## src/design/wdit_pkg.sv

```systemverilog
// Purpose: Shared constants and types for the watchdog and interval timer
// Assumes: 16-bit register port, timer clocks arrive as pins
// Notes: Control field order matches the control word's low byte
package wdit_pkg;

    // ==========================================
    // Register map
    localparam logic [15:0] CTRL_ADDR = 16'h0120;
    localparam logic [15:0] IE_ADDR = 16'h0000;
    localparam logic [15:0] IFG_ADDR = 16'h0002;

    // ==========================================
    // Keys and bit positions
    localparam logic [7:0] WRITE_KEY = 8'h5A;
    localparam logic [7:0] READ_KEY = 8'h69;
    localparam int INT_BIT = 0;
    localparam logic MODE_WATCHDOG = 1'b0;
    localparam logic MODE_INTERVAL = 1'b1;
    localparam logic SSEL_SUB_MAIN = 1'b0;
    localparam logic SSEL_AUX = 1'b1;

    // ==========================================
    // Intervals in timer clock cycles
    localparam int INTERVAL_0 = 32768;
    localparam int INTERVAL_1 = 8192;
    localparam int INTERVAL_2 = 512;
    localparam int INTERVAL_3 = 64;

    // Main clock cycles without a source edge before it counts as failed
    localparam int FAIL_W = 7;
    localparam logic [FAIL_W-1:0] FAIL_LIMIT = 7'h40;

    // ==========================================
    // Types
    typedef struct packed {
        logic hold;
        logic nmi_edge;
        logic nmi_sel;
        logic mode;
        logic cntcl;
        logic ssel;
        logic [1:0] isel;
    } wdit_ctrl_t;

    localparam wdit_ctrl_t CTRL_RESET = 8'h00;

    typedef struct packed {
        logic wr;
        logic rd;
        logic [15:0] addr;
        logic [15:0] wdata;
    } wdit_bus_t;

    // Last count value of the selected interval
    function automatic logic [15:0] wdit_last(input logic [1:0] isel);
        case (isel)
            2'h0: wdit_last = 16'(INTERVAL_0 - 1);
            2'h1: wdit_last = 16'(INTERVAL_1 - 1);
            2'h2: wdit_last = 16'(INTERVAL_2 - 1);
            default: wdit_last = 16'(INTERVAL_3 - 1);
        endcase
    endfunction

endpackage

```

## src/design/wdit_tick.sv

```systemverilog
// Purpose: Turns the selected timer clock pin into one-cycle count ticks
// Assumes: Timer clocks are slower than mclk
// Notes: Falls back to mclk ticks when the source stops and fallback is allowed
`timescale 1ns/1ps
module wdit_tick (
    // Clock and reset
    input wire logic mclk,
    input wire logic reset,
    // Timer clock pins
    input wire logic aux_clk_pin,
    input wire logic sub_main_clk_pin,
    // Control
    input wire logic sel_aux,
    input wire logic fail_safe_en,
    // Results
    output logic tick,
    output logic failed
);
    // ==========================================
    // Synchronisers
    logic [1:0] aux_q, aux_d;
    logic [1:0] sub_q, sub_d;
    logic last_q, last_d;
    logic [wdit_pkg::FAIL_W-1:0] idle_q, idle_d;
    logic failed_q, failed_d;
    logic edge_seen;

    always_comb begin
        aux_d = {aux_q[0], aux_clk_pin};
        sub_d = {sub_q[0], sub_main_clk_pin};
        last_d = sel_aux ? aux_q[1] : sub_q[1];
        edge_seen = last_d & ~last_q;
        idle_d = idle_q;
        failed_d = failed_q;
        if (edge_seen) begin
            idle_d = '0;
            failed_d = 1'b0;
        end else if (idle_q == wdit_pkg::FAIL_LIMIT) begin
            failed_d = 1'b1;
        end else begin
            idle_d = idle_q + 1'b1;
        end
        tick = (failed_q & fail_safe_en) ? 1'b1 : edge_seen;
        failed = failed_q;
    end

    always_ff @(posedge mclk) begin
        if (reset) begin
            aux_q <= 2'h0;
            sub_q <= 2'h0;
            last_q <= 1'b0;
            idle_q <= '0;
            failed_q <= 1'b0;
        end else begin
            aux_q <= aux_d;
            sub_q <= sub_d;
            last_q <= last_d;
            idle_q <= idle_d;
            failed_q <= failed_d;
        end
    end

endmodule // wdit_tick

```

## src/design/wdit_timer.sv

```systemverilog
// Purpose: Watchdog and interval timer behind a password-guarded control word
// Assumes: Plain register port; reset is the power-on reset
// Notes: The power-up-clear pulse also restores the control word, counter and enable defaults
//
// Implementation choices: the register offsets and the plain strobed port.
`timescale 1ns/1ps
module wdit_timer (
    // Clock and reset
    input wire logic mclk,
    input wire logic reset,
    // Register port
    input wire wdit_pkg::wdit_bus_t bus,
    output logic [15:0] rdata_q,
    // Timer clock pins
    input wire logic aux_clk_pin,
    input wire logic sub_main_clk_pin,
    // Processor core
    input wire logic global_int_enable,
    input wire logic irq_ack,
    output logic irq_q,
    // System reset and clock control
    output logic power_up_clear_q,
    output logic nmi_select_q,
    output logic nmi_edge_q,
    output logic clk_keep_on_q,
    output logic clk_fallback_q
);

    // ==========================================
    // State
    wdit_pkg::wdit_ctrl_t ctrl_q, ctrl_d;
    logic [15:0] wd_counter_q, wd_counter_d;
    logic timer_int_enable_q, timer_int_enable_d;
    logic timer_int_flag_q, timer_int_flag_d;
    logic [15:0] rdata_d;
    logic irq_d;
    logic puc_d;
    logic keep_on_d;
    logic fallback_d;

    // ==========================================
    // Decode and events
    logic tick;
    logic src_failed;
    logic wr_ctrl, wr_ie, wr_ifg;
    logic rd_ctrl, rd_ie, rd_ifg;
    logic key_bad;
    logic expire;
    logic flag_set;
    wdit_pkg::wdit_ctrl_t wr_fields;

    wdit_tick u_tick (
        .mclk(mclk),
        .reset(reset),
        .aux_clk_pin(aux_clk_pin),
        .sub_main_clk_pin(sub_main_clk_pin),
        .sel_aux(ctrl_q.ssel == wdit_pkg::SSEL_AUX),
        .fail_safe_en(ctrl_q.mode == wdit_pkg::MODE_WATCHDOG),
        .tick(tick),
        .failed(src_failed)
    );

    always_comb begin
        wr_ctrl = 1'b0;
        wr_ie = 1'b0;
        wr_ifg = 1'b0;
        rd_ctrl = 1'b0;
        rd_ie = 1'b0;
        rd_ifg = 1'b0;
        if (bus.addr == wdit_pkg::CTRL_ADDR) begin
            wr_ctrl = bus.wr;
            rd_ctrl = bus.rd;
        end else if (bus.addr == wdit_pkg::IE_ADDR) begin
            wr_ie = bus.wr;
            rd_ie = bus.rd;
        end else if (bus.addr == wdit_pkg::IFG_ADDR) begin
            wr_ifg = bus.wr;
            rd_ifg = bus.rd;
        end
        wr_fields = wdit_pkg::wdit_ctrl_t'(bus.wdata[7:0]);
        key_bad = wr_ctrl && (bus.wdata[15:8] != wdit_pkg::WRITE_KEY);
        // Reaching or passing the last count expires on the next tick
        expire = tick && !ctrl_q.hold
            && (wd_counter_q >= wdit_pkg::wdit_last(ctrl_q.isel));
    end

    // ==========================================
    // Control word, counter and power-up-clear
    always_comb begin
        ctrl_d = ctrl_q;
        wd_counter_d = wd_counter_q;
        puc_d = 1'b0;
        if (wr_ctrl && !key_bad) begin
            ctrl_d = wr_fields;
            ctrl_d.cntcl = 1'b0;
        end
        if (tick && !ctrl_q.hold) begin
            wd_counter_d = expire ? 16'h0000 : wd_counter_q + 16'h0001;
        end
        if (wr_ctrl && !key_bad && wr_fields.cntcl) begin
            wd_counter_d = 16'h0000;
        end
        if (key_bad) begin
            puc_d = 1'b1;
        end
        if (expire && ctrl_q.mode == wdit_pkg::MODE_WATCHDOG) begin
            puc_d = 1'b1;
        end
        if (power_up_clear_q) begin
            ctrl_d = wdit_pkg::CTRL_RESET;
            wd_counter_d = 16'h0000;
        end
    end

    always_ff @(posedge mclk) begin
        if (reset) begin
            ctrl_q <= wdit_pkg::CTRL_RESET;
            wd_counter_q <= 16'h0000;
            power_up_clear_q <= 1'b0;
        end else begin
            ctrl_q <= ctrl_d;
            wd_counter_q <= wd_counter_d;
            power_up_clear_q <= puc_d;
        end
    end

    // ==========================================
    // Interrupt enable and flag
    always_comb begin
        timer_int_enable_d = timer_int_enable_q;
        if (wr_ie) begin
            timer_int_enable_d = bus.wdata[wdit_pkg::INT_BIT];
        end
        if (power_up_clear_q) begin
            timer_int_enable_d = 1'b0;
        end
        // Interval expiry sets the flag; watchdog causes set it too
        flag_set = puc_d || (expire && ctrl_q.mode == wdit_pkg::MODE_INTERVAL);
        timer_int_flag_d = timer_int_flag_q;
        if (irq_ack && ctrl_q.mode == wdit_pkg::MODE_INTERVAL) begin
            timer_int_flag_d = 1'b0;
        end
        if (wr_ifg) begin
            timer_int_flag_d = bus.wdata[wdit_pkg::INT_BIT];
        end
        if (flag_set) begin
            timer_int_flag_d = 1'b1;
        end
    end

    always_ff @(posedge mclk) begin
        if (reset) begin
            timer_int_enable_q <= 1'b0;
            timer_int_flag_q <= 1'b0;
        end else begin
            timer_int_enable_q <= timer_int_enable_d;
            timer_int_flag_q <= timer_int_flag_d;
        end
    end

    // ==========================================
    // Outputs and read data
    always_comb begin
        // Watchdog-mode flag goes to the reset vector, not this request
        irq_d = timer_int_flag_d && timer_int_enable_d && global_int_enable
            && ctrl_d.mode == wdit_pkg::MODE_INTERVAL;
        keep_on_d = ctrl_d.mode == wdit_pkg::MODE_WATCHDOG;
        fallback_d = src_failed && ctrl_q.mode == wdit_pkg::MODE_WATCHDOG;
        rdata_d = 16'h0000;
        if (rd_ctrl) begin
            rdata_d = {wdit_pkg::READ_KEY, ctrl_q};
        end else if (rd_ie) begin
            rdata_d[wdit_pkg::INT_BIT] = timer_int_enable_q;
        end else if (rd_ifg) begin
            rdata_d[wdit_pkg::INT_BIT] = timer_int_flag_q;
        end
    end

    always_ff @(posedge mclk) begin
        if (reset) begin
            irq_q <= 1'b0;
            clk_keep_on_q <= 1'b1;
            clk_fallback_q <= 1'b0;
            rdata_q <= 16'h0000;
            nmi_select_q <= 1'b0;
            nmi_edge_q <= 1'b0;
        end else begin
            irq_q <= irq_d;
            clk_keep_on_q <= keep_on_d;
            clk_fallback_q <= fallback_d;
            rdata_q <= rdata_d;
            nmi_select_q <= ctrl_d.nmi_sel;
            nmi_edge_q <= ctrl_d.nmi_edge;
        end
    end
endmodule // wdit_timer

```

## config.mk

```make
export PLATFORM = sky130hd
export DESIGN_NAME = wdit_timer
export DESIGN_NICKNAME = d
export VERILOG_FILES = /design/src/design/wdit_pkg.sv /design/src/design/wdit_tick.sv /design/src/design/wdit_timer.sv
export SDC_FILE = /design/constraint.sdc
export NUM_CORES = 1
export LEC_CHECK = 0
export ABC_CLOCK_PERIOD_IN_PS = 3000
export BUFFER_PORTS_ARGS = -buffer_cell sky130_fd_sc_hd__buf_2
export CORE_MARGIN = 3
export CORE_UTILIZATION = 52
export DETAILED_ROUTE_END_ITERATION = 16
export PLACE_DENSITY = 0.8
export SKIP_LAST_GASP = 1
export SYNTH_ARGS = -nofsm -noshare
export SYNTH_HDL_FRONTEND = slang
export SYNTH_SLANG_ARGS = --single-unit
```

## constraint.sdc

```tcl
create_clock -name mclk -period 3 [get_ports mclk]
set_input_delay 0.6 -clock mclk [delete_from_list [all_inputs] [get_ports mclk]]
set_output_delay 0.6 -clock mclk [all_outputs]
set_load 0.05 [all_outputs]
```

# == Word level (Yosys, flattened, before mapping) ==
# Index checks and enable logic that the tools add are counted.
# classes
muxes,29
eq_ne,6
shifts,0
add_sub_neg,2
n_div,0
bitwise_logic,6
magnitude_cmp,1
mul,0
n_reduce_logical,21
# ops
cell,n
$pmux 15 s3,1
$mux 1,24
$add 16x1->16 const B,1
$eq 16x2->1 const B,1
$eq 16x9->1 const B,1
$ge 16x16->1,1
$logic_not 16->1,1
$mux 16,1
$mux 14,1
$logic_and 1x1->1,12
$ne 8x7->1 const B,1
$add 7x1->7 const B,1
$eq 7x7->1 const B,1
$mux 7,1
$reduce_or 2->1,3
$mux 5,1
$not 1->1,4
$reduce_or 3->1,1
$and 1x1->1,2
$eq 2x1->1 const B,1
$eq 2x2->1 const B,1
$logic_not 1->1,2
$logic_not 2->1,1
$logic_or 1x1->1,1
# word_totals
elab_cells,85
n_memories,0
register_bits,57
ramBits,0
mem_bits_ro,0
latch_bits,0

# == Logic depth before layout (Yosys ltp) ==
# logic_depth
ltp_word,12
ltp_mapped,9
mapped_depth_nobuf,8

# == Modules after synthesis ==
# Synthesis repeated with hierarchy kept, for this count alone.
# hier_totals
hier_cells,256
area_unflattened_um2,2398.6
# modules_own_cells
module,seq_area_each_um2,area_each_um2,n_inst,cells_per_inst
wdit_timer,740.7,1850.5,1,201
wdit_tick,260.2,548.0,1,55

# == Worst setup path after synthesis ==
# Ideal clock, no wire load.
# synth_path
path_type,input to register
start,input bus[20] in the netlist's numbering
end,register irq_q
setup_ns,0.088
n_path_buf,0
arrival_time_ns,2.300
path_slack_ns,0.612
required_time_ns,2.912
stages,6
cell_sequence,or3_1 or3_4 nor3_4 mux2i_1 or2_4 nor4_2
# synth_between
elab_chain_cells,10
# synth_rtl
item,line_no,rtl
start: declaration,wdit_timer.sv:12,"input wire wdit_pkg::wdit_bus_t bus,"
$eq 16x9->1,wdit_timer.sv:70,if (bus.addr == wdit_pkg::CTRL_ADDR) begin
$mux 1,wdit_timer.sv:70,
$logic_and 1x1->1,wdit_timer.sv:81,key_bad = wr_ctrl && (bus.wdata[15:8] != wdit_pkg::WRITE_KEY);
$mux 1,wdit_timer.sv:103,if (key_bad) begin
$mux 1,wdit_timer.sv:106,if (expire && ctrl_q.mode == wdit_pkg::MODE_WATCHDOG) begin
$logic_or 1x1->1,wdit_timer.sv:138,flag_set = puc_d || (expire && ctrl_q.mode == wdit_pkg::MODE_INTERVAL);
$mux 1,wdit_timer.sv:146,if (flag_set) begin
$logic_and 1x1->1 (2 in a row),wdit_timer.sv:165,irq_d = timer_int_flag_d && timer_int_enable_d && global_int_enable
$logic_and 1x1->1 (*),wdit_timer.sv:166,&& ctrl_d.mode == wdit_pkg::MODE_INTERVAL;
end signal: assignment,wdit_timer.sv:188,irq_q <= irq_d;
end: declaration,wdit_timer.sv:20,"output logic irq_q,"
# Every way passes the cells marked *; elsewhere a longest branch is shown, timed or not. The select of a mux whose other input is x is not followed.
# A chain may end at the register's enable or synchronous reset.

# == Worst setup path in the final report ==
# layout_path
start,register ctrl_q[1] in the netlist's numbering
end,register wd_counter_q[15]
# layout_between
elab_chain_cells,5
# layout_rtl
item,line_no,rtl
start: declaration,wdit_timer.sv:31,"wdit_pkg::wdit_ctrl_t ctrl_q, ctrl_d;"
start signal: assignment,wdit_timer.sv:117,ctrl_q <= wdit_pkg::CTRL_RESET;
start signal: assignment,wdit_timer.sv:121,ctrl_q <= ctrl_d;
"$eq 2x2->1, or another cell as far along",wdit_pkg.sv:56,case (isel)
$pmux 15 s3 (*),wdit_pkg.sv:56,
$ge 16x16->1 (*),wdit_timer.sv:84,&& (wd_counter_q >= wdit_pkg::wdit_last(ctrl_q.isel));
$logic_and 1x1->1 (*),wdit_timer.sv:84,
$mux 16 (*),wdit_timer.sv:98,wd_counter_d = expire ? 16'h0000 : wd_counter_q + 16'h0001;
end signal: assignment,wdit_timer.sv:122,wd_counter_q <= wd_counter_d;
end: declaration,wdit_timer.sv:32,"logic [15:0] wd_counter_q, wd_counter_d;"
# Every way passes the cells marked *; elsewhere a longest branch is shown, timed or not.

==> reports/metrics.yaml <==
grt_antenna_before_repair: 0
p_clk_frac: 0.338
synth_enable_flop_cells: 0
max_stage_delay_ns: 0.48
io_pins: 62
slew_violations: 0
switching_share: 0.2333
dp_hpwl_mm: 3.306
dr.pass1.iters: 4
cts_resized: 0
cts_tree: "done"
gr-usage-all-layers: 0.1659
ys_types: 41
drive_above_1_share: 0.2383
placedCellCount: 340
grt_pass1_wl_mm: 6.934
fin_tns_setup_ns: 0
port_buffers: 56
async_flop_share: 0
sequentialPowerShare: 0.598
ir_drop_mv: 0.3800
critPathSlowestCell: "a211o_1"
layoutNonFillerInstCount: 348
wl_mm: 4.228
status: "finished clean"
routedWlPerCell_microns: 12.15
end_kind: "flop"
layout_commonest_cell: "buf_2"
fin_skew_ns: 0.005042
post-route-util: 0.6403
criticalPathCategory: "reg2reg"
dieArea_sq_um: 5188
intPower_mw: 0.8652
synth_cells: 244
route.met2.wl_mm: 2.107
vias: 1803
comb_power_share: 0.064
syn_area_sq_um: 2267
worstPathCellList: "or2_2 -> ha_1 -> a21o_1 -> a211oi_1 -> nand2_1 -> o211a_1 -> a211o_1 -> nor2_1"
start_kind: "flop"
arrival_ns: 2.76
cts-root-buf: "clkbuf_8"
numCtsBuffers: 5
path_clk_slew_ns: 0.09
power.density_nw_per_um2: 428.2
cts_buffer_depth: 2
p_leak_nw: 1.253
clock_sinks: 50
cts_max_level: 2
worstSkewPairLatency_ns: 0.30
total_power_mw: 1.128
rsz0062_at_grt: "no"
r2r_cells: 8
tightestPinTransition_ns: 0.5119
placementRows: 23
drt-vias-per-instance: 5.181
maxCapViolations: 0
top_layer: "met4"
finalHoldViolations: 0
post-cts-setup-buffers: 0
die_h_microns: 72.03
hold_path_depth: 1
antenna_cells: 0
met3_length_microns: 141
synth_area_per_cell_sq_um: 9.292
drtIter0Drc: 42
setup_viol_count_final: 0
gr-total-overflow: 0
place.gp.congestion: 0.8109
ys_ff_latch: 50
ys.flop_type: "dfxtp_1"
fin_crit_sh: 0.8434
crit_fanout: 16
ant_nets: 0
met1Wirelength_mm: 1.939
syn_to_final_growth_pct: 16.23
grt_max_degree: 17
min_period_ns: 2.530
fin_hold_ws_ns: 0.4449
hold_class: "reg2reg"
start_util: 0.5509
nNetsFinal: 349
coreArea_sq_um: 4115
cp.required_ns: 3.23
route.detailed.drc: 0
switching_power_mw: 0.2632
layout_common_cells: "56 x buf_2, 50 x dfxtp_1, 40 x nor2_1"
maxSlewHeadroom: 0.6588
fmax_mhz: 395.2
yosysWarnings: 0
seq_area_frac_synth: 0.4415
grt_pass1_vias: 1657
fp.dieW_microns: 72.03
hold_buffers: 0
## kinds of logic after synthesis
group / Yosys count / share of synthesized area
simple gates: 112 / 0.2644
flops: 50 / 0.4415
xor+xnor: 20 / 0.07726
buf+inv: 20 / 0.04691
compound gates: 18 / 0.05353
fa+ha+maj: 12 / 0.06622
mux: 11 / 0.04857
other cells: 1 / 0.001654
## cell usage after synthesis, types with 4 or more instances
| master | instances | area [sq um] |
|---|---|---|
| xor2_1 | 13 | 113.9 |
| a21oi_1 | 6 | 30.03 |
| and3_1 | 10 | 62.56 |
| nor2b_1 | 6 | 37.54 |
| nand2b_1 | 4 | 25.02 |
| nand4_1 | 7 | 43.79 |
| and2_1 | 8 | 50.05 |
| nor2_1 | 40 | 150.1 |
| ha_1 | 12 | 150.1 |
| clkbuf_1 | 5 | 18.77 |
| mux2i_1 | 11 | 110.1 |
| nand2_1 | 11 | 41.29 |
| buf_4 | 8 | 60.06 |
| nand3_1 | 8 | 40.04 |
| inv_1 | 5 | 18.77 |
| dfxtp_1 | 50 | 1001 |
| xnor2_1 | 7 | 61.31 |
## registers in the layout, indices dropped and copies added (netlist names)
name and cells:
clk_fallback_q 1, clk_keep_on_q 1, ctrl_q 5, irq_q 1
nmi_edge_q 1, nmi_select_q 1, power_up_clear_q 1, rdata_q 8
timer_int_enable_q 1, timer_int_flag_q 1, u_tick.aux_q 2, u_tick.failed 1
u_tick.idle_q 7, u_tick.last_q 1, u_tick.sub_q 2, wd_counter_q 16
## layout make-up
class / count / area, sq um
clock inverter: 3 / 21.27
timing repair buffer: 57 / 287.8
fill: 344 / 1480
tap: 50 / 62.56
multi-input combinational: 178 / 1175
clock buffer: 5 / 68.82
inverter: 5 / 18.77
sequential: 50 / 1001
## worst paths after layout
check / to / slack, ns / start
setup / recovery: wd_counter_q[15] / 0.47 / ctrl_q[1]
hold / removal: u_tick.aux_q[1] / 0.44 / u_tick.aux_q[0]
setup reg to reg: wd_counter_q[15] / 0.47 / ctrl_q[1]
hold reg to reg: u_tick.aux_q[1] / 0.44 / u_tick.aux_q[0]
## worst max-delay path, delay by kind of cell, from the launching register on
kind	cells	cell delay [ns]
AOI/OAI and AO/OA	4	1.18
and+or+nand+nor	3	0.60
DFF	1	0.39
adders and majority gates	1	0.29
## metal layers
| layer | track usage | up-vias |
|---|---|---|
| met2 | 0.2888 | 24 |
| li1 | - | 923 |
| met5 | 0 | - |
| met4 | 0.05428 | 0 |
| met3 | 0.04017 | 5 |
| met1 | 0.2010 | 851 |
## stage by stage
stage | worst slack (ns) | cell area, sq um
after floorplan | 0.6125 | 2282
after global placement | 0.5704 | 2545
after detailed placement | 0.4668 | 2545
after CTS | 0.4455 | 2635
after global routing | 0.2133 | 2635
final | 0.4697 | 2635
## power by group through the flow
stage	registers (mW)	logic, mW	clock network (mW)
detailed placement	0.691	0.0720	0
floorplan	0.689	0.0467	0
finish	0.675	0.0719	0.382
global route	0.676	0.0789	0.416
CTS	0.675	0.0723	0.393
global placement	0.690	0.0705	0
Power figures use the tool's default switching activity.
